## src/rtl/fpd_pkg.sv

```systemverilog
/*
  Shared constants and types for the flash protection and debug configuration block.
  Assumes a 32-bit boot configuration word presented at reset and a 16-bit byte-addressed bus.
*/
package fpd_pkg;

  localparam int unsigned ADDR_W = 16;
  localparam int unsigned DATA_W = 32;

  // Register byte offsets
  localparam logic [15:0] REG_DEBUG_PORT_CONTROL     = 16'hF200;
  localparam logic [15:0] REG_DEVICE_IDENTIFICATION  = 16'hF220;
  localparam logic [15:0] REG_SYSTEM_UNLOCK_KEY      = 16'hF230;
  localparam logic [15:0] REG_PROTECTION_CONFIG_WORD = 16'hF240;

  // Configuration word fields
  localparam int unsigned CODE_PROTECT_BIT       = 28;
  localparam int unsigned BOOT_WRITE_PROTECT_BIT = 24;
  localparam int unsigned PAGE_PROTECT_LSB       = 12;
  localparam int unsigned PAGE_PROTECT_W         = 8;
  localparam int unsigned DEBUG_CHANNEL_BIT      = 3;
  localparam int unsigned DEBUG_FIELD_LSB        = 0;

  localparam logic [1:0] DEBUG_CODE_ON  = 2'h2;
  localparam logic [1:0] DEBUG_CODE_OFF = 2'h3;

  // Held until the word is latched: everything protected, debugger off
  localparam logic [31:0] CFG_SAFE_WORD = 32'h0000_0003;

  // Debug port control fields
  localparam int unsigned DPC_SCAN_PORT_BIT   = 3;
  localparam int unsigned DPC_TRACE_BIT       = 2;
  localparam int unsigned DPC_SCAN_DATA_BIT   = 0;
  localparam logic [31:0] DPC_RESET           = 32'h0000_0008;
  localparam logic [31:0] DPC_IMPLEMENTED     = 32'h0000_000D;
  localparam logic [31:0] SYSTEM_KEY_RESET    = 32'h0000_0000;

  // Identification layout
  localparam int unsigned REVISION_LSB = 28;
  localparam int unsigned REVISION_W   = 4;
  localparam int unsigned PART_ID_W    = 28;

  typedef enum logic [1:0] {
    FPD_CFG_LOAD = 2'h1,
    FPD_CFG_HOLD = 2'h2
  } fpd_cfg_state_e;

  typedef enum logic [1:0] {
    FPD_BUS_IDLE = 2'h1,
    FPD_BUS_ACK  = 2'h2
  } fpd_bus_state_e;

endpackage

```

## src/rtl/fpd_cfg_if.sv

```systemverilog
/*
  Decoded configuration controls passed from the decoder to the top level.
  Assumes one producer and one consumer in the same clock domain.
*/
`timescale 1ns/10ps
interface fpd_cfg_if;
  logic        valid;
  logic [31:0] word;
  logic        code_protect_n;
  logic        boot_write_protect_n;
  logic [7:0]  page_protect_count_inv;
  logic [7:0]  pages_protected;
  logic        debug_channel_select;
  logic [1:0]  debug_field;
  logic        debug_enable;

  modport producer (output valid, word, code_protect_n, boot_write_protect_n,
                    page_protect_count_inv, pages_protected, debug_channel_select,
                    debug_field, debug_enable);
  modport consumer (input valid, word, code_protect_n, boot_write_protect_n,
                    page_protect_count_inv, pages_protected, debug_channel_select,
                    debug_field, debug_enable);
endinterface

```

## src/rtl/fpd_cfg_decode.sv

```systemverilog
/*
  Latches the protection and debug configuration word once after reset and decodes it.
  Assumes the word input is stable from reset release until the first clock edge after it.
*/
`timescale 1ns/10ps
module fpd_cfg_decode (
  input  wire logic        clk_in,
  input  wire logic        rst_b_in,
  input  wire logic [31:0] config_word_in,
  fpd_cfg_if.producer      cfg
);

  typedef struct packed {
    fpd_pkg::fpd_cfg_state_e state;
    logic [31:0]             word;
  } fpd_dec_s;

  fpd_dec_s st_reg;
  fpd_dec_s st_next;
  logic [7:0] pwp;

  always_comb begin
    st_next = st_reg;
    case (st_reg.state)
      fpd_pkg::FPD_CFG_LOAD: begin
        st_next.word  = config_word_in;
        st_next.state = fpd_pkg::FPD_CFG_HOLD;
      end
      fpd_pkg::FPD_CFG_HOLD: begin
        st_next = st_reg;
      end
      default: begin
        st_next.state = fpd_pkg::FPD_CFG_LOAD;
      end
    endcase
  end

  always_ff @(posedge clk_in or negedge rst_b_in) begin
    if (!rst_b_in) begin
      st_reg.state <= fpd_pkg::FPD_CFG_LOAD;
      st_reg.word  <= fpd_pkg::CFG_SAFE_WORD;
    end else begin
      st_reg <= st_next;
    end
  end

  assign pwp = st_reg.word[fpd_pkg::PAGE_PROTECT_LSB +: fpd_pkg::PAGE_PROTECT_W];

  assign cfg.valid                  = (st_reg.state == fpd_pkg::FPD_CFG_HOLD);
  assign cfg.word                   = st_reg.word;
  assign cfg.code_protect_n         = st_reg.word[fpd_pkg::CODE_PROTECT_BIT];
  assign cfg.boot_write_protect_n   = st_reg.word[fpd_pkg::BOOT_WRITE_PROTECT_BIT];
  assign cfg.page_protect_count_inv = pwp;
  // Ones complement gives the protected page count; all ones means none protected
  assign cfg.pages_protected        = ~pwp;  // see R3
  assign cfg.debug_channel_select   = st_reg.word[fpd_pkg::DEBUG_CHANNEL_BIT];
  // Code protection overrides whatever debugger code was programmed
  assign cfg.debug_field = cfg.code_protect_n ?
                           st_reg.word[fpd_pkg::DEBUG_FIELD_LSB +: 2] :
                           fpd_pkg::DEBUG_CODE_OFF;
  // Reserved codes fall through to disabled
  assign cfg.debug_enable = cfg.valid && (cfg.debug_field == fpd_pkg::DEBUG_CODE_ON);
endmodule

```

## src/rtl/fpd_top.sv

```systemverilog
/*
  Flash protection and debug configuration block with its Avalon-MM register slave.
  Assumes a configuration word stable at reset release and synchronous request inputs.
*/
// Decided for this implementation: the Avalon-MM interface to the registers.
// Behaviour
// Code-protect bit 28 low refuses external programmer reads and writes of flash.
// Boot write-protect bit 24 low blocks boot flash writes during execution.
// Bits 19-12 hold ones complement of protected page count from flash start.
// All ones protects nothing; 11111110 one page; 01111111 whole array.
// Channel select bit 3 routes debug to pair two when 1, else one.
// Debugger enabled only for code 10; codes 11, 01, 00 disable.
// Code protection forces effective debugger field to 11, debugger off.
// Programmer writes 0 to bit 31 and 1 to other reserved bits.
// Unimplemented bits of control, identification and key registers read 0.
// Configuration word latched at reset, decoded controls held until next reset.
`timescale 1ns/10ps
module fpd_top #(
  parameter logic [3:0]  REVISION_VALUE = 4'h1,        // Arbitrary value
  parameter logic [27:0] PART_ID_VALUE  = 28'h000_0A5C  // Arbitrary value
) (
  input  wire logic        CLK_IN,
  input  wire logic        RST_B_IN,
  input  wire logic [31:0] CONFIG_WORD_IN,
  input  wire logic [15:0] AVS_ADDRESS_IN,
  input  wire logic        AVS_READ_IN,
  input  wire logic        AVS_WRITE_IN,
  input  wire logic [31:0] AVS_WRITEDATA_IN,
  input  wire logic [3:0]  AVS_BYTEENABLE_IN,
  input  wire logic        PROG_REQ_IN,
  input  wire logic        FLASH_WR_REQ_IN,
  input  wire logic        FLASH_WR_BOOT_IN,
  input  wire logic [7:0]  FLASH_WR_PAGE_IN,
  output logic             AVS_WAITREQUEST_OUT,
  output logic [31:0]      AVS_READDATA_OUT,
  output logic             CFG_VALID_OUT,
  output logic             PROG_ACK_OUT,
  output logic             PROG_OK_OUT,
  output logic             PROG_ACCESS_BLOCK_OUT,
  output logic             FLASH_WR_ACK_OUT,
  output logic             FLASH_WR_OK_OUT,
  output logic             BOOT_WRITE_BLOCK_OUT,
  output logic [7:0]       PAGES_PROTECTED_OUT,
  output logic             PROG_PAIR_TWO_SEL_OUT,
  output logic [1:0]       DEBUG_FIELD_OUT,
  output logic             DEBUG_ENABLE_OUT,
  output logic             SCAN_PORT_ENABLE_OUT,
  output logic             TRACE_OUTPUT_ENABLE_OUT,
  output logic             SCAN_DATA_OUT_ENABLE_OUT
);

  typedef struct packed {
    fpd_pkg::fpd_bus_state_e bus_state;
    logic        waitrequest;
    logic [31:0] readdata;
    logic [31:0] debug_port_control;
    logic [31:0] system_unlock_key;
    logic        cfg_valid;
    logic        prog_ack;
    logic        prog_ok;
    logic        prog_block;
    logic        fw_ack;
    logic        fw_ok;
    logic        boot_block;
    logic [7:0]  pages;
    logic        pair_two;
    logic [1:0]  debug_field;
    logic        debug_enable;
  } fpd_top_s;

  fpd_top_s  st_reg;
  fpd_top_s  st_next;
  fpd_cfg_if cfg_bus ();

  logic [31:0] rd_mux;
  logic [31:0] be_mask;
  logic        req;
  logic        page_free;

  fpd_cfg_decode u_decode (
    .clk_in         (CLK_IN),
    .rst_b_in       (RST_B_IN),
    .config_word_in (CONFIG_WORD_IN),
    .cfg            (cfg_bus.producer)
  );

  assign req       = AVS_READ_IN || AVS_WRITE_IN;
  assign be_mask   = {{8{AVS_BYTEENABLE_IN[3]}}, {8{AVS_BYTEENABLE_IN[2]}},
                      {8{AVS_BYTEENABLE_IN[1]}}, {8{AVS_BYTEENABLE_IN[0]}}};
  // Pages below the protected count are locked, counted from the array start
  assign page_free = (FLASH_WR_PAGE_IN >= cfg_bus.pages_protected);  // see R3

  always_comb begin
    rd_mux = 32'h0000_0000;
    case (AVS_ADDRESS_IN)
      fpd_pkg::REG_DEBUG_PORT_CONTROL: begin
        rd_mux = st_reg.debug_port_control & fpd_pkg::DPC_IMPLEMENTED;
      end
      fpd_pkg::REG_DEVICE_IDENTIFICATION: begin
        rd_mux = {REVISION_VALUE, PART_ID_VALUE};
      end
      fpd_pkg::REG_SYSTEM_UNLOCK_KEY: begin
        rd_mux = st_reg.system_unlock_key;
      end
      fpd_pkg::REG_PROTECTION_CONFIG_WORD: begin
        rd_mux = cfg_bus.word;
      end
      default: begin
        rd_mux = 32'h0000_0000;
      end
    endcase
  end

  always_comb begin
    st_next = st_reg;
    // One wait cycle gives a fixed two-cycle access and keeps read data registered
    case (st_reg.bus_state)
      fpd_pkg::FPD_BUS_IDLE: begin
        st_next.waitrequest = 1'b1;
        if (req) begin
          st_next.bus_state   = fpd_pkg::FPD_BUS_ACK;
          st_next.waitrequest = 1'b0;
          st_next.readdata    = AVS_READ_IN ? rd_mux : 32'h0000_0000;
        end
      end
      fpd_pkg::FPD_BUS_ACK: begin
        st_next.bus_state   = fpd_pkg::FPD_BUS_IDLE;
        st_next.waitrequest = 1'b1;
        if (AVS_WRITE_IN) begin
          if (AVS_ADDRESS_IN == fpd_pkg::REG_DEBUG_PORT_CONTROL) begin
            st_next.debug_port_control = ((st_reg.debug_port_control & ~be_mask) |
                                          (AVS_WRITEDATA_IN & be_mask)) &
                                         fpd_pkg::DPC_IMPLEMENTED;
          end
          if (AVS_ADDRESS_IN == fpd_pkg::REG_SYSTEM_UNLOCK_KEY) begin
            st_next.system_unlock_key = (st_reg.system_unlock_key & ~be_mask) |
                                        (AVS_WRITEDATA_IN & be_mask);
          end
        end
      end
      default: begin
        st_next.bus_state   = fpd_pkg::FPD_BUS_IDLE;
        st_next.waitrequest = 1'b1;
      end
    endcase

    st_next.cfg_valid    = cfg_bus.valid;
    st_next.prog_ack     = PROG_REQ_IN;
    st_next.prog_ok      = PROG_REQ_IN && cfg_bus.valid && cfg_bus.code_protect_n;
    st_next.prog_block   = !cfg_bus.code_protect_n;
    st_next.fw_ack       = FLASH_WR_REQ_IN;
    st_next.fw_ok        = FLASH_WR_REQ_IN && cfg_bus.valid &&
                           (FLASH_WR_BOOT_IN ? cfg_bus.boot_write_protect_n
                                             : page_free);
    st_next.boot_block   = !cfg_bus.boot_write_protect_n;
    st_next.pages        = cfg_bus.pages_protected;
    st_next.pair_two     = cfg_bus.debug_channel_select;
    st_next.debug_field  = cfg_bus.debug_field;
    st_next.debug_enable = cfg_bus.debug_enable;
  end

  always_ff @(posedge CLK_IN or negedge RST_B_IN) begin
    if (!RST_B_IN) begin
      st_reg.bus_state          <= fpd_pkg::FPD_BUS_IDLE;
      st_reg.waitrequest        <= 1'b1;
      st_reg.readdata           <= 32'h0000_0000;
      st_reg.debug_port_control <= fpd_pkg::DPC_RESET;
      st_reg.system_unlock_key  <= fpd_pkg::SYSTEM_KEY_RESET;
      st_reg.cfg_valid          <= 1'b0;
      st_reg.prog_ack           <= 1'b0;
      st_reg.prog_ok            <= 1'b0;
      st_reg.prog_block         <= 1'b1;
      st_reg.fw_ack             <= 1'b0;
      st_reg.fw_ok              <= 1'b0;
      st_reg.boot_block         <= 1'b1;
      st_reg.pages              <= 8'hFF;
      st_reg.pair_two           <= 1'b0;
      st_reg.debug_field        <= fpd_pkg::DEBUG_CODE_OFF;
      st_reg.debug_enable       <= 1'b0;
    end else begin
      st_reg <= st_next;
    end
  end

  assign AVS_WAITREQUEST_OUT      = st_reg.waitrequest;
  assign AVS_READDATA_OUT         = st_reg.readdata;
  assign CFG_VALID_OUT            = st_reg.cfg_valid;
  assign PROG_ACK_OUT             = st_reg.prog_ack;
  assign PROG_OK_OUT              = st_reg.prog_ok;
  assign PROG_ACCESS_BLOCK_OUT    = st_reg.prog_block;
  assign FLASH_WR_ACK_OUT         = st_reg.fw_ack;
  assign FLASH_WR_OK_OUT          = st_reg.fw_ok;
  assign BOOT_WRITE_BLOCK_OUT     = st_reg.boot_block;
  assign PAGES_PROTECTED_OUT      = st_reg.pages;
  assign PROG_PAIR_TWO_SEL_OUT    = st_reg.pair_two;
  assign DEBUG_FIELD_OUT          = st_reg.debug_field;
  assign DEBUG_ENABLE_OUT         = st_reg.debug_enable;
  assign SCAN_PORT_ENABLE_OUT     = st_reg.debug_port_control[fpd_pkg::DPC_SCAN_PORT_BIT];
  assign TRACE_OUTPUT_ENABLE_OUT  = st_reg.debug_port_control[fpd_pkg::DPC_TRACE_BIT];
  assign SCAN_DATA_OUT_ENABLE_OUT = st_reg.debug_port_control[fpd_pkg::DPC_SCAN_DATA_BIT];
endmodule

```

## config.mk

```make
export PLATFORM = sky130hd
export DESIGN_NAME = fpd_top
export DESIGN_NICKNAME = d
export VERILOG_FILES = /design/src/rtl/fpd_pkg.sv /design/src/rtl/fpd_cfg_if.sv /design/src/rtl/fpd_cfg_decode.sv /design/src/rtl/fpd_top.sv
export SDC_FILE = /design/constraint.sdc
export NUM_CORES = 1
export LEC_CHECK = 0
export BUFFER_PORTS_ARGS = -buffer_cell sky130_fd_sc_hd__buf_2
export CAP_MARGIN = 20
export CORE_MARGIN = 2
export CORE_UTILIZATION = 47
export DETAILED_ROUTE_END_ITERATION = 10
export HOLD_SLACK_MARGIN = 0.06
export PLACE_DENSITY = 0.78
export SETUP_SLACK_MARGIN = 0.5
export SLEW_MARGIN = 20
export SYNTH_ARGS = -nofsm -noshare
export SYNTH_HDL_FRONTEND = slang
export SYNTH_SLANG_ARGS = --single-unit
export TNS_END_PERCENT = 50
```

## constraint.sdc

```tcl
create_clock -name CLK_IN -period 1.5 [get_ports CLK_IN]
set_input_delay 0.15 -clock CLK_IN [delete_from_list [all_inputs] [get_ports CLK_IN]]
set_output_delay 0.15 -clock CLK_IN [all_outputs]
set_load 0.03 [all_outputs]
```

==> results of run 1 <==
## final timing paths
kind,slack [ns],endpoint,cells after the start,startpoint
max in group asynchronous,0.82,async pin,3,RST_B_IN
setup / recovery,-0.12,AVS_READDATA_OUT[21],8,AVS_ADDRESS_IN[1]
hold reg to reg,0.43,PROG_PAIR_TWO_SEL_OUT,0,u_decode.cfg.word[3]
hold / removal,0.11,FLASH_WR_OK_OUT,4,FLASH_WR_BOOT_IN
min in group asynchronous,0.28,u_decode.cfg.word[12],3,RST_B_IN
setup reg to reg,-0.10,flip-flop,6,st_reg[117]
## Yosys cell counts, types with 2 or more instances
cell / instances / share of area, %
buf_6: 2 / 0.42
or2_2: 2 / 0.24
or4_4: 2 / 0.42
nand4_1: 2 / 0.24
nor2b_1: 5 / 0.59
a32oi_1: 2 / 0.33
ha_1: 8 / 1.9
a21oi_1: 11 / 1.0
nand2_1: 42 / 3.0
nor3_1: 5 / 0.47
nor2_1: 3 / 0.21
mux2_2: 58 / 12
nand2b_1: 4 / 0.47
nand2_2: 4 / 0.47
dfstp_2: 18 / 8.9
inv_1: 15 / 1.1
o21ai_1: 22 / 2.1
dfrtp_1: 105 / 50
clkbuf_1: 11 / 0.78
buf_4: 43 / 6.1
and3_1: 2 / 0.24
buf_2: 2 / 0.19
a22oi_1: 28 / 4.0
o21ai_0: 23 / 2.2
## what timing repair did
item                                   CTS  global route
hold buffers                            69             0
setup buffers                            2             7
resized for setup                      200            47
endpoints found under the hold margin  187             0
setup endpoints to repair              162           162
pin swaps                               15            43
cloned                                   1             2
## layer usage
layer  GRT usage (%)  up-vias  share of wire (%)
li1                -     1949                  -
met1            30.0     2220                 37
met4            10.2        0                2.6
met5               0        -                  0
met3            7.76       35                4.9
met2            49.5      179                 56
## critical path, delay by kind of cell
family / cells / cell delay (ns)
AND/OR/NAND/NOR: 3 / 1.20
buffers and inverters: 3 / 0.38
AO/OA/AOI/OAI: 2 / 0.23
## area by class of cell
cell class / count / area, um^2 / area share [%]
repair buffers: 267 / 2340 / 27.7
well taps: 140 / 175 / 2.07
multi-input cells: 237 / 2210 / 26.2
clock buffers: 22 / 474 / 5.61
flip-flops and latches: 123 / 3100 / 36.7
inverters: 15 / 56.3 / 0.667
clock inverters: 10 / 92.6 / 1.10
## power groups by stage
stage	Combinational (W)	Clock [W]	Sequential, W
floorplan	0.000274	0	0.00362
global placement	0.000758	0	0.00357
detailed placement	0.000777	0	0.00357
CTS	0.00104	0.00394	0.00353
global route	0.00119	0.00409	0.00355
finish	0.00111	0.00390	0.00354
## through the flow
stage	cells	setup slack, ns	TNS [ns]	hold WS [ns]	power [W]
floorplan	433	-0.267	-17.26	-0.146	0.00389
global placement	701	-0.433	-24.39	0.162	0.00433
detailed placement	701	-0.494	-26.79	0.173	0.00435
CTS	805	-0.0562	-1.18	0.0953	0.00851
global route	814	-0.163	-6.67	0.117	0.00883
finish	814	-0.121	-3.53	0.114	0.00856
## logic make-up after synthesis
| kind of cell | count (synthesis) | synth area share (%) |
|---|---|---|
| AOI/OAI and AO/OA | 91 | 10.5 |
| adders and majority gates | 8 | 1.89 |
| buffers and inverters | 73 | 8.55 |
| DFF | 123 | 58.5 |
| muxes | 58 | 12.3 |
| and+or+nand+nor | 80 | 8.22 |
==> reports/results.ini, run 1 <==
[placed_design]
dpl-instance-area_mm2 = 0.00620
dp_hpwl_um = 8980
gp_congestion = 0.872
numPortBuffers = 153

[synthesis]
ys_seq_area_share_pct = 58.5
syn-num-nets = 540
postSynthAreaPerCell_um2 = 12.2
synth.distinct_cells = 38
synth_area_mm2 = 0.00530
ys_seq_elements = 123
async_flop_share_pct = 100
syn_inst = 433
synthFlopType = dfrtp_1
synth_warnings = 0
synth-edff-count = 0

[flow_run]
drv_cap = 0

[power]
switching_power_w = 0.00215
peakVddDrop_mv = 0.923
power_density_mw_per_mm2 = 1010
internal-power_w = 0.00641
swShare_pct = 25.1
p_leak_nw = 3.93
combinationalPowerShare_pct = 13.0
p_seq_share_pct = 41.4
clkPwrFrac_pct = 45.6

[clock_network]
cts_max_path_buffers = 2
cts_root_buffer = clkbuf_16
numCtsBuffers = 17
cts_tree = done
clk_latency_ns = 0.42
clock_sinks = 123
cts_htree_levels = 4
clk_pin_slew_worst_paths_ns = 0.06

[critical_path]
cp_slowest_cell = or4_4
worst_setup_path_start_kind = primary input
end_kind = flip-flop
critical_path.cell_chain = buf_6 > or4_4 > or4_4 > nor2_4 > buf_12 > clkbuf_16 > a22oi_2 > o21ai_1
critPathKind = in2reg
path_max_fanout = 5
critPathMostFrequentCell = or4_4
crit_path_max_incr_delay_ns = 0.56
arrival_ns = 1.95
required_ns = 1.83

[sta]
period_share_pct = 108
min_period_ns = 1.62
max_freq_mhz = 617
setup_slack_ns = -0.121
slew_violations = 0
slew_headroom_pct = 69.8
setup_violations = 56
hold_viol = 0
finalClockSkew_ns = 0.0127
tightest_slew_ns = 0.451
rsz0062_at_grt = yes

[grt]
grt_pass1_vias = 4706
grt_usage_pct = 27.2
grt-ovfl-total = 0
antenna_found_initial = 0
grt_start_max_net_pins = 75
grt_pass1_wl_um = 24200

[cells_and_area]
fin_nets = 768
design_area_mm2 = 0.00845
fill_cells = 626
final_cell_mix = dfrtp_1, buf_2, dlygate4sd3_1
n_antenna_cell = 0
area_delta_synth_final_pct = 59.4
drive_above_1_share_pct = 55.3
final_util_pct = 77.2
layout_commonest_cell = dfrtp_1

[die]
die_w_um = 110
num_rows = 38
design.core.area_mm2 = 0.0109
die_area_mm2 = 0.0121
initial_core_util_pct = 48.5
die_h_um = 110
io_pins = 154

[hold_path]
min_path_type = in2reg

[routing]
wl_per_cell_um = 20.7
firstDrtPassIters = 4
drc_errors = 0
drtAntennaViolNets = 0
vias = 4383
drtIter0Drc = 286
drt_wl_total_um = 16900
viasPerCell = 5.38

[outcome]
status = finished, violations left
violations = setup timing

Note: power is estimated with default switching activity, not from simulation.
==> inputs of run 2 (changes only) <==
--- a/config.mk
+++ b/config.mk
@@ -8,10 +8,10 @@
 export BUFFER_PORTS_ARGS = -buffer_cell sky130_fd_sc_hd__buf_2
 export CAP_MARGIN = 20
 export CORE_MARGIN = 2
-export CORE_UTILIZATION = 47
+export CORE_UTILIZATION = 52
 export DETAILED_ROUTE_END_ITERATION = 10
 export HOLD_SLACK_MARGIN = 0.06
-export PLACE_DENSITY = 0.78
+export PLACE_DENSITY = 0.82
 export SETUP_SLACK_MARGIN = 0.5
 export SLEW_MARGIN = 20
 export SYNTH_ARGS = -nofsm -noshare
==> constraint.sdc (replaced) <==
create_clock -name CLK_IN -period 1.8 [get_ports CLK_IN]
set_input_delay 0.18 -clock CLK_IN [delete_from_list [all_inputs] [get_ports CLK_IN]]
set_output_delay 0.18 -clock CLK_IN [all_outputs]
set_load 0.03 [all_outputs]
==> reports/results.ini, run 2 (same netlist as run 1, synthesis figures left out) <==
[clock_network]
cts_root_buffer = clkbuf_8
numCtsBuffers = 17  ; unchanged
cts_max_path_buffers = 2  ; unchanged
clk_pin_slew_worst_paths_ns = 0.06  ; about the same
clk_latency_ns = 0.55  ; +0.13 ns
cts_htree_levels = 4  ; unchanged
clock_sinks = 123  ; unchanged
cts_tree = done

[grt]
grt_pass1_wl_um = 29100  ; +20%
grt_pass1_vias = 5210  ; +11%
grt_usage_pct = 35.6  ; +8.4 points
grt-ovfl-total = 0  ; unchanged
grt_start_max_net_pins = 46  ; -39%
antenna_found_initial = 1  ; +1

[sta]
slew_headroom_pct = 65.1  ; -4.7 points
period_share_pct = 94.3
max_freq_mhz = 589
finalClockSkew_ns = 0.0146  ; +0.00191 ns
tightest_slew_ns = 0.524  ; +0.0728 ns
tns_ns = 0  ; +3.53 ns
rsz0062_at_grt = yes
slew_violations = 0  ; unchanged
min_period_ns = 1.70
hold_viol = 0  ; unchanged
setup_violations = 0  ; -100%

[critical_path]
reg2reg_depth = 6  ; unchanged
arrival_ns = 2.15  ; +0.20 ns
worst_setup_path_start_kind = primary input
end_kind = flip-flop
r2r_start = st_reg[117]
required_ns = 2.25  ; +0.42 ns
ff2ff_setup_slack_ns = 0.15  ; +0.25 ns
path_max_fanout = 6  ; +1
critPathKind = in2reg

[cells_and_area]
fin_nets = 779  ; +1.4%
final_cell_mix = buf_2, dfrtp_1, dlygate4sd3_1
instances_no_fill = 819  ; +0.61%
drive_above_1_share_pct = 58.1  ; +2.8 points
area_delta_synth_final_pct = 57.8
layout_commonest_cell = buf_2
design_area_mm2 = 0.00836  ; -1.0%

[routing]
drt_wl_total_um = 20400  ; +21%
drc_errors = 0  ; unchanged
firstDrtPassIters = 5  ; +1
wl_met3_um = 1680  ; +100%
viasPerCell = 5.87  ; +9.1%
drtAntennaViolNets = 0  ; unchanged
met1_length_um = 7030  ; +13%
wl_per_cell_um = 24.9  ; +20%
vias = 4811  ; +9.8%
drtIter0Drc = 339  ; +19%
routed.top_layer = met4
routed-wl-met2_um = 10500  ; +12%

[placed_design]
numPortBuffers = 153  ; unchanged
dp_hpwl_um = 9020  ; +0.49%
gp_congestion = 0.814  ; -6.7%
dp.cells = 683  ; -2.6%
dpl-instance-area_mm2 = 0.00611  ; -1.5%

[die]
design.core.area_mm2 = 0.00982  ; -10%
io_pins = 154  ; unchanged
die_area_mm2 = 0.0110  ; -9.3%
die_w_um = 105  ; -4.8%
initial_core_util_pct = 54.0  ; +5.5 points
num_rows = 36  ; -5.3%
die_h_um = 105  ; -4.8%

[power]
peakVddDrop_mv = 0.668  ; -28%
p_leak_nw = 3.95  ; +0.54%
fin_total_pwr_w = 0.00787  ; -8.0%
power_density_mw_per_mm2 = 942  ; -7.1%

[outcome]
status = complete, no violations

[hold_path]
hp-start = AVS_BYTEENABLE_IN[2]
min_path_type = in2reg
hold-path-cell-count = 3  ; -1

[flow_run]
drv_cap = 0  ; unchanged

-- run 2: cell types whose count changed in the layout (fill, tap and decap cells not counted), sizes merged --
cell         previous run  this run
buf                   197       206
bufinv                  1         3
clkbuf                 23        18
clkinv                  5         4
clkinvlp                4         6
diode                   0         1
dlygate4sd3            69        70
inv                    15        16
o21ai                  45        47
-- run 2: area by class of cell --
| type | instances | area, um^2 |
|---|---|---|
| Antenna cell | 1 | 2.50 |
| Clock buffer | 18 | 428 |
| Clock inverter | 14 | 171 |
| Fill cell | 464 | 1460 |
| Inverter | 15 | 56.3 |
| Multi-Input combinational cell | 239 | 2240 |
| Sequential cell | 123 | 3100 |
| Tap cell | 133 | 166 |
| Timing Repair Buffer | 276 | 2200 |
-- run 2: repair_timing --
item / in CTS / in global routing
pin swaps: 38 / 28
buffers inserted: 20 / 6
gates resized for setup: 75 / 61
hold buffers: 70 / 0
hold endpoints to repair: 177 / 0
setup endpoints to repair: 112 / 142
gates cloned: 7 / 0
-- run 2: routing by layer --
layer	track usage, %	up-vias
met5	0	-
met4	16.9	0
met3	10.7	107
met2	61.8	325
met1	40.1	2408
li1	-	1971
-- run 2: per-stage QoR --
step	hold WS (ns)	setup WS [ns]	util, %
after CTS	0.0610	0.214	82.3
after floorplan	-0.116	0.00277	-
after detailed placement	0.175	-0.221	62.3
final	0.0533	0.103	85.1
after global routing	0.0657	0.0872	85.1
after global placement	0.172	-0.160	62.3
-- run 2: report_power, final --
| group | internal, W | switching, W |
|---|---|---|
| clock network | 0.00215 | 0.00136 |
| logic | 0.000673 | 0.000731 |
| registers | 0.00289 | 0.0000705 |
-- run 2: worst max path at each step --
| stage | end | from |
|---|---|---|
| after floorplan | AVS_READDATA_OUT[2] | AVS_ADDRESS_IN[1] |
| after global placement | AVS_READDATA_OUT[8] | AVS_ADDRESS_IN[1] |
| after detailed placement | AVS_READDATA_OUT[7] | AVS_ADDRESS_IN[1] |
| after CTS | flip-flop | st_reg[117] |
| after global routing | AVS_READDATA_OUT[10] | AVS_ADDRESS_IN[1] |
| final | AVS_READDATA_OUT[10] | AVS_ADDRESS_IN[1] |
-- run 2: critical path, stage by stage --
cell	delay, ns
buf_6	0.09
or4_4	0.54
or4_4	0.47
nor2_4	0.22
buf_6	0.17
buf_16	0.14
a22oi_2	0.10
o21ai_1	0.22
==> inputs of run 3 (changes only) <==
--- a/config.mk
+++ b/config.mk
@@ -6,9 +6,8 @@
 export NUM_CORES = 1
 export LEC_CHECK = 0
 export BUFFER_PORTS_ARGS = -buffer_cell sky130_fd_sc_hd__buf_2
-export CAP_MARGIN = 20
 export CORE_MARGIN = 2
-export CORE_UTILIZATION = 52
+export CORE_UTILIZATION = 53
 export DETAILED_ROUTE_END_ITERATION = 10
 export HOLD_SLACK_MARGIN = 0.06
 export PLACE_DENSITY = 0.82
@@ -16,5 +15,6 @@
 export SLEW_MARGIN = 20
 export SYNTH_ARGS = -nofsm -noshare
 export SYNTH_HDL_FRONTEND = slang
+export SYNTH_HIERARCHICAL = 1
 export SYNTH_SLANG_ARGS = --single-unit
 export TNS_END_PERCENT = 50
==> reports/results.ini, run 3 <==
[outcome]
status = complete, no violations

[routing]
firstDrtPassIters = 4  ; -1
vias = 4263  ; -11%
drtAntennaViolNets = 0  ; unchanged
viasPerCell = 5.29  ; -10%
drc_errors = 0  ; unchanged
routed.top_layer = met5
met1_length_um = 5980  ; -15%
drtIter0Drc = 255  ; -25%
wl_per_cell_um = 18.9  ; -24%
routed-wl-met2_um = 7730  ; -27%
drt_wl_total_um = 15200  ; -25%
wl_met3_um = 1070  ; -37%

[cells_and_area]
drive_above_1_share_pct = 53.0  ; -5.1 points
n_antenna_cell = 0  ; -1
fin_nets = 760  ; -2.4%
regArea_mm2 = 0.00310  ; unchanged
final_cell_mix = buf_2, dfrtp_1, dlygate4sd3_1
fill_cells = 675  ; +45%
area_delta_synth_final_pct = 39.5
multi_input_area_mm2 = 0.00230  ; +2.7%
instances_no_fill = 806  ; -1.6%
final_util_pct = 75.0  ; -10 points
layout_commonest_cell = buf_2

[grt]
grt_usage_pct = 26.0  ; -9.6 points
grt_pass1_wl_um = 22700  ; -22%
antenna_found_initial = 1  ; unchanged
grt_start_max_net_pins = 124  ; +170%
grt-ovfl-total = 0  ; unchanged
grt_pass1_vias = 4581  ; -12%

[critical_path]
cp_slowest_cell = dfstp_2
cp_top_family = flip-flops
critical_path.cell_chain = nor2b_4 > and4b_1 > o211ai_1 > buf_6 > buf_8 > a2bb2oi_2 > o21ai_1
arrival_ns = 2.01  ; -0.14 ns
crit_path_max_incr_delay_ns = 0.52  ; -0.02 ns
required_ns = 2.25  ; about the same
path_max_fanout = 6  ; unchanged
end_kind = flip-flop
critPathKind = reg2reg
path_buf_inv = 2  ; -1
worst_setup_path_start_kind = flip-flop

[placed_design]
gp_congestion = 0.836  ; +2.8%
dp_hpwl_um = 8760  ; -2.9%
numPortBuffers = 153  ; unchanged
dp_slack_ns = -0.0441  ; +0.177 ns
dp.cells = 681  ; -0.29%

[power]
fin_total_pwr_w = 0.00684  ; -13%
peakVddDrop_mv = 0.599  ; -10%
power_density_mw_per_mm2 = 848  ; -9.9%
p_leak_nw = 3.93  ; -0.56%

[clock_network]
cts_htree_levels = 4  ; unchanged
clk_pin_slew_worst_paths_ns = 0.06  ; about the same
cts_max_path_buffers = 2  ; unchanged
cts_root_buffer = clkbuf_8
clk_latency_ns = 0.52  ; -0.03 ns
clock_sinks = 123  ; unchanged
cts_tree = done
numCtsBuffers = 17  ; unchanged

[flow_run]
drv_cap = 0  ; unchanged

[die]
die_h_um = 108  ; +3.3%
initial_core_util_pct = 53.8  ; -0.16 points
die_w_um = 108  ; +3.3%
design.core.area_mm2 = 0.0107  ; +9.4%
num_rows = 38  ; +5.6%
die_area_mm2 = 0.0118  ; +6.8%
io_pins = 154  ; unchanged

[sta]
rsz0062_at_grt = yes
min_period_ns = 1.56  ; -0.137 ns
slew_headroom_pct = 54.2  ; -11 points
tns_ns = 0  ; unchanged
finalClockSkew_ns = 0.0115  ; -0.00307 ns
tightest_slew_ns = 0.687  ; +0.163 ns
setup_slack_ns = 0.240  ; +0.137 ns
slew_violations = 0  ; unchanged
max_freq_mhz = 641  ; +8.8%
period_share_pct = 86.7  ; -7.6 points
hold_viol = 0  ; unchanged
setup_violations = 0  ; unchanged

[synthesis]
syn_inst = 469  ; +8.3%
synth_area_mm2 = 0.00578  ; +9.1%
syn-num-nets = 576  ; +6.7%
postSynthAreaPerCell_um2 = 12.3  ; +0.74%
synth_warnings = 6  ; +6

[hold_path]
min_path_type = in2reg

[run 3: cell types whose count changed in the layout (fill, tap and decap cells not counted), sizes merged, moves of 3 or more]
cell / before / now
inv: 16 / 19
nand2b: 4 / 9
buf: 206 / 184
a21oi: 11 / 8
nand2: 46 / 39
clkinvlp: 6 / 0
clkbuf: 18 / 31
mux2: 58 / 67
o21ai: 47 / 37
[run 3: routing by layer]
| layer | vias up | GRT usage, % |
|---|---|---|
| met1 | 2130 | 30.2 |
| li1 | 1920 | - |
| met2 | 172 | 44.1 |
| met3 | 39 | 7.11 |
| met5 | - | 0 |
| met4 | 2 | 13.3 |
[run 3: worst paths after layout]
kind / startpoint / end / slack [ns] / cells after the start
setup / recovery: st_reg[116] / AVS_READDATA_OUT[2] / 0.24 / 7
max in group asynchronous: RST_B_IN / async pin / 0.97 / 3
setup reg to reg: st_reg[116] / AVS_READDATA_OUT[2] / 0.24 / 7
hold / removal: AVS_BYTEENABLE_IN[0] / flip-flop / 0.09 / 3
hold reg to reg: u_decode/cfg.word[19] / PAGES_PROTECTED_OUT[7] / 0.40 / 1
min in group asynchronous: RST_B_IN / u_decode/cfg.word[10] / 0.26 / 3
[run 3: worst register-to-register path: cells and delay by family (launching register included)]
family,cells,cell delay [ns]
DFF,1,0.52
AOI/OAI and AO/OA,3,0.32
buffers and inverters,2,0.32
and+or+nand+nor,2,0.34
[run 3: repair_timing]
item / 4_1_cts / 5_1_grt
endpoints found under the setup margin: 116 / 130
pin swaps: 14 / 10
gates resized for setup: 74 / 30
cloned: 4 / 3
endpoints found under the hold margin: 178 / 0
hold buffers: 70 / 0
setup buffers: 10 / 6
[run 3: stage by stage]
step                      cell area [um^2]  hold slack, ns
after global placement                6220           0.300
after detailed placement              6220           0.304
after floorplan                       5870          -0.116
after global routing                  8060          0.0729
after CTS                             7840          0.0754
final                                 8060          0.0901
[run 3: where the power goes]
| part | total (W) | internal, W | switching [W] |
|---|---|---|---|
| sequential | 0.00295 | 0.00289 | 0.0000575 |
| clock | 0.00306 | 0.00193 | 0.00113 |
| combinational | 0.000826 | 0.000394 | 0.000432 |
| total | 0.00684 | 0.00522 | 0.00162 |
[run 3: final cells by class]
class	instances	share of cell area, %
flip-flops and latches	123	38.5
multi-input cells	235	28.5
repair buffers	257	23.4
clock buffers	28	6.02
well taps	140	2.17
inverters	19	0.885
clock inverters	4	0.559
